## src/sce_pkg.sv

```systemverilog
// package: opcodes, flag layout, reset values and carriers for the skip evaluator
// Operation
// RL1: all-set test skips when masked bits one
// RL2: all-clear test skips when masked bits zero
// RL3: bit tests read data memory only
// RL4: bit tests clear compare-only flag always
// RL5: bit tests ignore decimal, keep carry, zero
// RL6: comparisons use memory nibble and immediate
// RL7: equal test skips on exact match
// RL8: not-equal test skips on any difference
// RL9: greater-or-equal test skips when memory not below
// RL10: less-than test skips when memory strictly below
// RL11: comparisons ignore flags, keep carry, zero
// RL12: compare-only flag set blocks result writeback
// RL13: comparisons are unsigned, 0 to 15
// RL14: skipped instruction fetched but has no effect
package sce_pkg;
  // operation codes presented by the sequencer
  typedef enum logic [2:0] {
    SCE_OP_NONE                     = 3'h0,
    SCE_OP_SKIP_IF_ALL_SET          = 3'h1,
    SCE_OP_SKIP_IF_ALL_CLEAR        = 3'h2,
    SCE_OP_SKIP_IF_EQUAL            = 3'h3,
    SCE_OP_SKIP_IF_NOT_EQUAL        = 3'h4,
    SCE_OP_SKIP_IF_GREATER_OR_EQUAL = 3'h5,
    SCE_OP_SKIP_IF_LESS_THAN        = 3'h6
  } sce_op_t;

  // program status word bit positions
  localparam int unsigned PSW_CARRY_BIT   = 2;
  localparam int unsigned PSW_ZERO_BIT    = 1;
  localparam int unsigned PSW_COMPARE_BIT = 3;
  localparam int unsigned PSW_DECIMAL_BIT = 0;
  localparam logic [3:0]  PSW_RESET       = 4'h0;

  // one instruction offered to the evaluator
  typedef struct packed {
    logic       valid;
    sce_op_t    op;
    logic [3:0] memData;
    logic [3:0] operand;
  } sce_req_t;

  // registered state of the evaluator
  typedef struct packed {
    logic       skipPending;
    logic       skip;
    logic [3:0] psw;
  } sce_state_t;

  localparam sce_state_t STATE_RESET = '{skipPending: 1'b0, skip: 1'b0, psw: PSW_RESET};
endpackage

```

## src/sce_skip_evaluator.sv

```systemverilog
// skip condition evaluator for the 4-bit core
`timescale 1ns/1ps
module sce_skip_evaluator (
  input  wire logic             ref_clk,
  input  wire logic             rst,
  input  wire sce_pkg::sce_req_t req,
  input  wire logic             pswWrite,
  input  wire logic [3:0]       pswWriteData,
  input  wire logic             nextInstr,
  output logic                  skip,
  output logic                  suppressNext,
  output logic [3:0]            programStatusWord,
  output logic                  resultWriteEnable
);

  sce_pkg::sce_state_t stateFf;
  sce_pkg::sce_state_t nxtState;
  logic                cond;
  logic                isBitTest;

  // evaluate condition; only the memory nibble is ever tested
  always_comb begin
    cond      = 1'b0;
    isBitTest = 1'b0;
    case (req.op)
      sce_pkg::SCE_OP_SKIP_IF_ALL_SET: begin
        cond      = (req.memData & req.operand) == req.operand; // [RL1] [RL3]
        isBitTest = 1'b1;
      end
      sce_pkg::SCE_OP_SKIP_IF_ALL_CLEAR: begin
        cond      = (req.memData & req.operand) == 4'h0; // [RL2] [RL3]
        isBitTest = 1'b1;
      end
      sce_pkg::SCE_OP_SKIP_IF_EQUAL:       cond = req.memData == req.operand; // [RL6] [RL7]
      sce_pkg::SCE_OP_SKIP_IF_NOT_EQUAL:   cond = req.memData != req.operand; // [RL8]
      // unsigned nibble compares, decimal flag not consulted
      sce_pkg::SCE_OP_SKIP_IF_GREATER_OR_EQUAL: cond = req.memData >= req.operand; // [RL9] [RL13] [RL11]
      sce_pkg::SCE_OP_SKIP_IF_LESS_THAN:   cond = req.memData < req.operand; // [RL10] [RL13]
      default:                             cond = 1'b0;
    endcase
  end

  // next state: skip pulse, pending skip until next fetch, status word
  always_comb begin
    nxtState      = stateFf;
    nxtState.skip = req.valid && cond;
    if (pswWrite) begin
      nxtState.psw = pswWriteData;
    end
    // bit test wins over a same-cycle word write; carry and zero never touched
    if (req.valid && isBitTest) begin
      nxtState.psw[sce_pkg::PSW_COMPARE_BIT] = 1'b0; // [RL4] [RL5]
    end
    // set wins over the clear by the next fetch
    if (nextInstr) begin
      nxtState.skipPending = 1'b0;
    end
    if (req.valid && cond) begin
      nxtState.skipPending = 1'b1; // [RL14]
    end
  end

  always_ff @(posedge ref_clk or posedge rst) begin
    if (rst) begin
      stateFf <= sce_pkg::STATE_RESET;
    end else begin
      stateFf <= nxtState;
    end
  end

  assign skip              = stateFf.skip;
  assign programStatusWord = stateFf.psw;
  // the fetched-but-skipped instruction is squashed
  assign suppressNext      = stateFf.skipPending && nextInstr; // [RL14]
  // compare-only blocks writeback; skipped instruction writes nothing either
  assign resultWriteEnable = !stateFf.psw[sce_pkg::PSW_COMPARE_BIT] && !suppressNext; // [RL12] [RL14]

  AST_ALL_SET: assert property (@(posedge ref_clk) disable iff (rst) // [RL1]
    (req.valid && req.op == sce_pkg::SCE_OP_SKIP_IF_ALL_SET)
      |=> skip == $past((req.memData & req.operand) == req.operand)) else $error("all-set skip wrong");
  AST_ALL_CLEAR: assert property (@(posedge ref_clk) disable iff (rst) // [RL2]
    (req.valid && req.op == sce_pkg::SCE_OP_SKIP_IF_ALL_CLEAR)
      |=> skip == $past((req.memData & req.operand) == 4'h0)) else $error("all-clear skip wrong");
  AST_CMP_CLEAR: assert property (@(posedge ref_clk) disable iff (rst) // [RL4]
    (req.valid && (req.op == sce_pkg::SCE_OP_SKIP_IF_ALL_SET || req.op == sce_pkg::SCE_OP_SKIP_IF_ALL_CLEAR))
      |=> !programStatusWord[sce_pkg::PSW_COMPARE_BIT]) else $error("compare flag not cleared");
  AST_BIT_FLAGS: assert property (@(posedge ref_clk) disable iff (rst) // [RL5]
    (req.valid && !pswWrite) |=> programStatusWord[2:0] == $past(programStatusWord[2:0]))
    else $error("carry or zero changed");
  AST_EQUAL: assert property (@(posedge ref_clk) disable iff (rst) // [RL7]
    (req.valid && req.op == sce_pkg::SCE_OP_SKIP_IF_EQUAL) |=> skip == $past(req.memData == req.operand))
    else $error("equal skip wrong");
  AST_NOT_EQUAL: assert property (@(posedge ref_clk) disable iff (rst) // [RL8]
    (req.valid && req.op == sce_pkg::SCE_OP_SKIP_IF_NOT_EQUAL) |=> skip == $past(req.memData != req.operand))
    else $error("not-equal skip wrong");
  AST_GE: assert property (@(posedge ref_clk) disable iff (rst) // [RL9]
    (req.valid && req.op == sce_pkg::SCE_OP_SKIP_IF_GREATER_OR_EQUAL)
      |=> skip == $past(req.memData >= req.operand))
    else $error("ge skip wrong");
  AST_LT: assert property (@(posedge ref_clk) disable iff (rst) // [RL10]
    (req.valid && req.op == sce_pkg::SCE_OP_SKIP_IF_LESS_THAN) |=> skip == $past(req.memData < req.operand))
    else $error("lt skip wrong");
  AST_CMP_PSW: assert property (@(posedge ref_clk) disable iff (rst) // [RL11]
    (req.valid && !pswWrite && !(req.op == sce_pkg::SCE_OP_SKIP_IF_ALL_SET || req.op == sce_pkg::SCE_OP_SKIP_IF_ALL_CLEAR))
      |=> $stable(programStatusWord)) else $error("comparison altered status word");
  AST_WRITEBACK: assert property (@(posedge ref_clk) disable iff (rst) // [RL12]
    programStatusWord[sce_pkg::PSW_COMPARE_BIT] |-> !resultWriteEnable) else $error("writeback under compare-only");
  AST_SQUASH: assert property (@(posedge ref_clk) disable iff (rst) // [RL14]
    (req.valid && req.op == sce_pkg::SCE_OP_SKIP_IF_EQUAL && req.memData == req.operand) ##1 nextInstr
      |-> suppressNext) else $error("skipped instruction not squashed");

endmodule

```

## config.mk

```make
export PLATFORM = sky130hd
export DESIGN_NAME = sce_skip_evaluator
export DESIGN_NICKNAME = d
export VERILOG_FILES = /design/src/sce_pkg.sv /design/src/sce_skip_evaluator.sv
export SDC_FILE = /design/constraint.sdc
export NUM_CORES = 1
export LEC_CHECK = 0
export BUFFER_PORTS_ARGS = -buffer_cell sky130_fd_sc_hd__buf_4
export CORE_MARGIN = 2
export CORE_UTILIZATION = 35
export CTS_CLUSTER_SIZE = 14
export DETAILED_ROUTE_END_ITERATION = 7
export PLACE_DENSITY = 0.75
export SLEW_MARGIN = 5
export SYNTH_ARGS = -nofsm -noshare
export SYNTH_HDL_FRONTEND = slang
export SYNTH_SLANG_ARGS = --single-unit
```

## constraint.sdc

```tcl
create_clock -name ref_clk -period 2.2 [get_ports ref_clk]
set_clock_uncertainty 0.05 [all_clocks]
set_input_delay 0.33 -clock ref_clk [delete_from_list [all_inputs] [get_ports ref_clk]]
set_output_delay 0.33 -clock ref_clk [all_outputs]
set_load 0.005 [all_outputs]
```

* Yosys cells after proc, flatten, opt, wreduce, memory -nomap -nowiden
Index checks and enable logic that the tools add are counted.
** Word-level totals
- Register bits after elaboration :: 6
- Word-level logic and storage cells :: 32
** Cells by class
- $lt $le $gt $ge :: 2
- Multiplexer cells :: 6
- Eq/ne operators :: 9
- Reductions and logical operators :: 10
- Bitwise logic cells :: 1
** Operators with widths (number)
- $eq 3x3->1 const B :: 3
- $eq 4x4->1 :: 2
- $eq 3x2->1 const B :: 2
- $pmux 1 s6 :: 1
- $and 4x4->4 :: 1
- $ge 4x4->1 :: 1
- $logic_and 1x1->1 :: 4
- $logic_not 4->1 :: 1
- $lt 4x4->1 :: 1
- $mux 1 :: 4
- $mux 4 :: 1
- $ne 4x4->1 :: 1
- $reduce_bool 2->1 :: 2
- $eq 3x1->1 const B :: 1
- $logic_not 1->1 :: 2
- $reduce_or 2->1 :: 1

* Longest topological paths before layout
Gate-level depths: netlist (run 1).
- Depth after elaboration :: 5
- Depth in mapped cells :: 7
- Depth with buffers taken out :: 7

* Worst setup path before layout (run 1)
OpenSTA, ideal clock, no wires.
- Path kind :: input to register
- From :: input req[1] (netlist bit)
- To :: register stateFf[5] (netlist bit)
- Library setup time :: 0.127 ns
- Slack :: 0.412 ns
- Arrival :: 1.612 ns
- Required time :: 2.023 ns
- Cell stages on the path :: 7
- Cells stage by stage :: inv_1 -> ha_1 -> nor2b_1 -> o211ai_1 -> a31oi_1 -> a32o_1 -> a311o_2
** Between the ends
- Cells in the longest elaborated chain, start to end :: 5
- Elaborated cells on any way between the ends :: 11
- Those cells by class :: order compare: 2; eq/ne: 3; mux: 2; bitwise: 1; reduce/logical: 3
** Ends and longest elaborated chain
- from (decl) :: RTL line sce_skip_evaluator.sv:6 : input wire sce_pkg::sce_req_t req,
- parallel branches: the longest is 2 deep, another holds $lt 4x4->1
- $pmux 1 s6 (*) :: RTL line sce_skip_evaluator.sv:25 : case (req.op)
- $logic_and 1x1->1 (*) :: RTL line sce_skip_evaluator.sv:58 : if (req.valid && cond) begin
- $mux 1 / $reduce_bool 2->1 (equally long branches)
- to (signal assigned) :: RTL line sce_skip_evaluator.sv:65 : stateFf <= sce_pkg::STATE_RESET;
- to (signal assigned) :: RTL line sce_skip_evaluator.sv:67 : stateFf <= nxtState;
- to (decl) :: RTL line sce_skip_evaluator.sv:16 : sce_pkg::sce_state_t stateFf;
Every way passes the cells marked *.
A chain may end at the register's enable or synchronous reset.

* Final worst setup path (run 1)
Ends and elaborated chain as after synthesis.

==> summary.md, run 1 <==
| Metric | Value |
|---|---|
| Worst Hold Class | `in -> reg` |
| Layout Nets | `approximately 120` |
| CP arrival | `between 1.5 and 2 ns` |
| Vias in the first global route | `just over 500` |
| Final Instance Count excl. Fillers | `about 100` |
| Post-Syn Instances | `63` |
| Final setup fails | `0` |
| CP Max Fanout | `3` |
| Warnings, synthesis | `0` |
| Crit. Startpoint | `req[1]` |
| Status | `completed` |
| GRT overflow | `0` |
| Largest net degree at the start of global routing | `9` |
| Worst Setup Path Type | `in -> reg` |
| FF-to-FF path depth | `2` |
| Syn Nets | `94` |
| Top cell type's share of synthesized area | `0.260` |
| Synthesized area | `between 500 and 600 sq um` |
| Via count | `roughly 530` |
| R2R Path Start | `stateFf[5]$_DFFE_PP0P_` |
| Routed len/inst | `approximately 11 microns` |
| CP Data Required Time | `around 2.3 ns` |
| Clock tree buffer depth | `2` |
| DRT iter0 DRCs | `3` |
| Initial Util | `0.378` |
| Core area | `between 0.0015 and 0.002 sq mm` |
| Total die area | `between 0.0015 and 0.002 sq mm` |
| Clock latency on the worst-skew pair | `between 0.2 and 0.25 ns` |
| Slew Viols, Final | `0` |
| Pwr/cell area | `around 430 mW/mm^2` |
| RD Place Congestion | `approximately 0.75` |
| Detail Route Antenna Nets | `0` |
| Crit end category | `register` |
| H-tree levels | `1` |
| Clock Pin Slew Worst Setup and Hold Paths | `~0.040 ns` |
| Clk sinks | `6` |
| Synth async-reset ratio | `1.00` |
| Die Wd | `44.6 microns` |
| First-pass GRT wire length | `between 1.5 and 2 mm` |
| ANT cells | `0` |
| Inserted Clock Buffers | `3` |
| Synth Flop Type | `dfrtp_1` |
| Vias per cell | `5.09` |
| Synth unique cells | `22` |
| Mapped Avg Cell Area | `roughly 9 sq um` |
| R2R setup slack | `between 1 and 1.5 ns` |
| GRT busiest layer | `met2` |
| DR pass1 iterations | `4` |
| Tcrit/Tclk final | `0.778` |
| Reg-to-reg endpoint | `stateFf[5]$_DFFE_PP0P_` |
| Initial antenna violation count | `0` |
| Met1 Use GR | `0.122` |
| # port buffers | `26` |
| DRC | `0` |
| Overall routed net length | `around 1.2 mm` |
| Synth-to-Final Area Change | `36.4%` |
| Post-synthesis sequential area ratio | `0.260` |
| Hold Fails Final Rpt | `0` |
| CP Capture Point | `stateFf[5]$_DFFE_PP0P_` |
| Met3 usage | `0.0449` |
| I/O Pins | `27` |
| HPWL after DPL | `between 1 and 1.5 mm` |
| Highest clock rate | `~580 MHz` |
| Post-synth top area cell | `dfrtp_1` |
| Chip Height | `about 45 microns` |
| Max-slew headroom | `0.840` |
| Min cycle time layout | `between 1.5 and 2 ns` |
| Site row count | `14` |
| Startpoint types | `input pin` |
| RSZ-0062 raised after global routing | `no` |
| Max VDD drop | `roughly 0.16 mV` |
| Slew @ Worst Pin | `roughly 0.24 ns` |
| Area contributors post-synth | `dfrtp_1, ha_1, buf_4` |
| GR Util met2 | `0.258` |
| DP Cell Count | `100` |
| Share of layout cells above drive strength 1 | `0.375` |
| Cell with the most instances after synthesis | `ha_1` |
| Root Driver | `clkbuf_4` |
| PostCTS Resize Cnt | `0` |
| Post-synth EDFFs | `0` |
| Most common library cells after synthesis | `ha_1, inv_1, dfrtp_1` |
| CTS tree | `done` |
| # Max-Cap Violations | `0` |
| Number of synthesized register bits | `6` |
| GRT Overall Usage | `0.135` |
| Fin Setup TNS | `0 ns` |
| LEAKAGE | `0.428 nW` |
## routing by layer
layer,vias up,wire length (microns)
met5,-,0
met4,0,5
met3,2,124
met2,27,599
met1,237,436
li1,263,-
## state kept, by name (all words and copies together) (netlist names)
name / cells
skip: 1
stateFf: 1
programStatusWord: 4
## stage by stage
stage | utilization | setup WS, ns | instance area [sq um] | power [mW] | hold slack (ns)
6_report | 0.516 | 0.489 | 787 | 0.341 | 0.262
5_1_grt | 0.516 | 0.401 | 787 | 0.368 | 0.267
4_1_cts | 0.516 | 0.496 | 787 | 0.349 | 0.254
3_5_place_dp | 0.495 | 0.234 | 754 | 0.245 | 0.211
3_3_place_gp | 0.495 | 0.274 | 754 | 0.241 | 0.209
2_1_floorplan | - | 0.412 | 577 | 0.191 | 0.0710
## kinds of logic (layout without fill, tap and decap cells)
kind of cell | Yosys count | count (layout) | share of synthesized area
buffers and inverters | 15 | 40 | 0.130
muxes | 4 | 4 | 0.0759
xor gates and xnor gates | 1 | 1 | 0.0152
AOI/OAI and AO/OA | 9 | 9 | 0.117
adders and majority gates | 11 | 11 | 0.239
DFF | 6 | 6 | 0.260
and+or+nand+nor | 17 | 17 | 0.163
## worst max-delay path: stages
cell      delay (ns)
buf_4           0.09
inv_1           0.04
ha_1            0.29
nor2b_1         0.13
o211ai_1        0.19
a31oi_1         0.10
a32o_1          0.22
a311o_2         0.38
## cell type report
cell class,count,area (sq um)
well taps,16,20.0
fillers,163,737
flip-flops and latches,6,150
inverters,10,37.5
repair buffers,27,205
multi-input cells,42,352
clock buffers,3,22.5
## timing repair
item | 4_1_cts | 5_1_grt
setup buffers | 0 | 0
hold buffers | 1 | 0
endpoints found under the hold margin | 6 | 0
## worst min-delay path by stage
stage                       start                                to  slack [ns]  cells past startpoint
final                     req[11]  programStatusWord[3]$_DFFE_PP0P_        0.26                      2
after floorplan               rst  programStatusWord[0]$_DFFE_PP0P_        0.07                      1
after global routing      req[11]  programStatusWord[3]$_DFFE_PP0P_        0.27                      2
after detailed placement      rst  programStatusWord[3]$_DFFE_PP0P_        0.21                      2
after global placement        rst                    skip$_DFF_PP0_        0.21                      2
after CTS                 req[11]  programStatusWord[3]$_DFFE_PP0P_        0.25                      2
## power breakdown
part	internal, mW	switching (mW)	total, mW
sequential	0.123	0.00556	0.128
clock	0.0614	0.0356	0.0970
combinational	0.0682	0.0476	0.116
## layout by cell type, fill, tap and decap left out, drive strengths merged
cell type    count
nor2             3
mux2             3
dfrtp            6
nor2b            4
nand2            1
a32o             1
xor2             1
a21oi            1
clkbuf           3
o211ai           1
a31o             1
inv             10
or4b             1
nor3             1
dlygate4sd3      1
buf             26
and2             1
nor4             1
a31oi            4
a311o            1
nand3            4
ha              11
mux2i            1
nand4            1
Note: power is estimated with default switching activity, not from simulation.
==> run 2: changes to the inputs <==
==> constraint.sdc (replaced) <==
create_clock -name ref_clk -period 1.6 [get_ports ref_clk]
set_clock_uncertainty 0.05 [all_clocks]
set_input_delay 0.24 -clock ref_clk [delete_from_list [all_inputs] [get_ports ref_clk]]
set_output_delay 0.24 -clock ref_clk [all_outputs]
set_load 0.005 [all_outputs]
==> run 2 against run 1 <==
Compared with the run above:
- worst hold slack got worse by 0.082 ns
- clock power is 34% higher
- sequential cell count did not move
- sequential power up 38%
- critical path depth is the same
- non-clock buffer count rose by 5
- sequential share of layout area fell by 1.1 points
- count of clock-buffer cells in the layout unchanged
==> summary.md, run 2 (synthesis gave the netlist of run 1 again) <==
| Metric | Value |
|---|---|
| Vias per cell | `slightly below 5` |
| GRT overflow | `0` |
| Min cycle time layout | `between 1.5 and 2 ns` |
| Share of layout cells above drive strength 1 | `0.430` |
| Largest net degree at the start of global routing | `9` |
| Die Wd | `around 45 microns` |
| Pwr/cell area | `569 mW/mm^2` |
| Clock Pin Slew Worst Setup and Hold Paths | `roughly 0.040 ns` |
| # Max-Cap Violations | `0` |
| CP Data Required Time | `about 1.7 ns` |
| Final Instance Count excl. Fillers | `109` |
| Root Driver | `clkbuf_4` |
| FILL cells | `between 100 and 150` |
| First-pass GRT wire length | `1.88 mm` |
| Most frequent cells in the layout | `buf_4, ha_1, inv_1` |
| Status | `completed` |
| Inserted Clock Buffers | `3` |
| ANT cells | `0` |
| Initial antenna violation count | `0` |
| Crit end category | `register` |
| RD Place Congestion | `between 0.7 and 0.8` |
| Vias in the first global route | `530` |
| Worst Setup Path Type | `in -> reg` |
| Site row count | `14` |
| Final Util | `0.549` |
| Clock latency on the worst-skew pair | `0.23 ns` |
| Chip Height | `about 45 microns` |
| GRT Overall Usage | `0.131` |
| Max VDD drop | `roughly 0.19 mV` |
| Sequential cell area | `approximately 150 sq um` |
| # port buffers | `26` |
| Fin Setup TNS | `0 ns` |
| Detail Route Antenna Nets | `0` |
| H-tree levels | `1` |
| DRT iter0 DRCs | `3` |
| CTS tree | `done` |
| Most common cell after layout, fill and taps aside | `buf_4` |
| Clock tree buffer depth | `2` |
| Core area | `between 0.0015 and 0.002 sq mm` |
| Fin area | `837 sq um` |
| Pre-CTS WS | `-0.160 ns` |
| Synth-to-Final Area Change | `45.1%` |
| Total power | `~0.48 mW` |
| Routed len/inst | `10.4 microns` |
| Via count | `between 500 and 600` |
| Tcrit/Tclk final | `0.953` |
| Layout Nets | `~130` |
| Placed cell area | `between 800 and 900 sq um` |
| Final setup fails | `0` |
| PostCTS Resize Cnt | `0` |
| Clk sinks | `6` |
| RSZ-0062 raised after global routing | `no` |
| Initial Util | `0.378` |
| Startpoint types | `input pin` |
| Overall routed net length | `between 1 and 1.5 mm` |
| DP Cell Count | `approximately 110` |
| I/O Pins | `27` |
| Fin Hold WS | `0.180 ns` |
| Slew @ Worst Pin | `0.210 ns` |
| LEAKAGE | `about 0.45 nW` |
| Max-slew headroom | `0.859` |
| Number of flip-flops in the largest register | `4` |
| Total die area | `slightly below 0.002 sq mm` |
| DRC | `0` |
| Highest clock rate | `656 MHz` |
| CP arrival | `about 1.6 ns` |
| HPWL after DPL | `~1000 microns` |
| Setup ws final | `about 0.076 ns` |
| DR pass1 iterations | `3` |
| Slew Viols, Final | `0` |
| Hold Fails Final Rpt | `0` |
| Worst Hold Class | `in -> reg` |
| CP Max Fanout | `2` |
| Multi-input gate area | `between 300 and 400 sq um` |
run 2: cell type report:
type	count	area share
clock buffer	3	0.0269
sequential	6	0.179
multi-input combinational	42	0.435
tap	16	0.0239
timing repair buffer	32	0.290
inverter	10	0.0448
run 2: what timing repair did:
item | CTS | global route
endpoints found under the hold margin | 6 | 0
endpoints found under the setup margin | 0 | 0
buffers inserted | 0 | 0
hold buffers | 1 | 0
run 2: worst paths after layout:
check                                            startpoint                                to  slack [ns]  cells past startpoint
setup / recovery                                     req[1]            stateFf[5]$_DFFE_PP0P_        0.08                      8
hold / removal                                      req[11]  programStatusWord[3]$_DFFE_PP0P_        0.18                      2
setup reg to reg                     stateFf[5]$_DFFE_PP0P_            stateFf[5]$_DFFE_PP0P_        0.64                      2
hold reg to reg            programStatusWord[2]$_DFFE_PP0P_  programStatusWord[2]$_DFFE_PP0P_        0.45                      1
max in group asynchronous                               rst  programStatusWord[1]$_DFFE_PP0P_        0.88                      3
min in group asynchronous                               rst  programStatusWord[3]$_DFFE_PP0P_        0.43                      3
run 2: worst max-delay path: stages:
cell and delay (ns):
buf_4 0.11, inv_2 0.05, ha_4 0.19, nor2b_1 0.12, o211ai_1 0.21, a31oi_1 0.11
a32o_1 0.23, a311o_2 0.31
run 2: metal layers:
layer	wire, microns	up-vias	global-route usage	part of all wire
met5	0	-	0	0
met2	601	22	0.255	0.53
met1	419	228	0.119	0.37
met4	12	0	0.0909	0.011
li1	-	278	-	-
met3	96	2	0.0245	0.085
run 2: power by group:
| part | switching, mW | internal (mW) |
|---|---|---|
| combinational | 0.0675 | 0.103 |
| sequential | 0.00723 | 0.169 |
| clock | 0.0456 | 0.0842 |
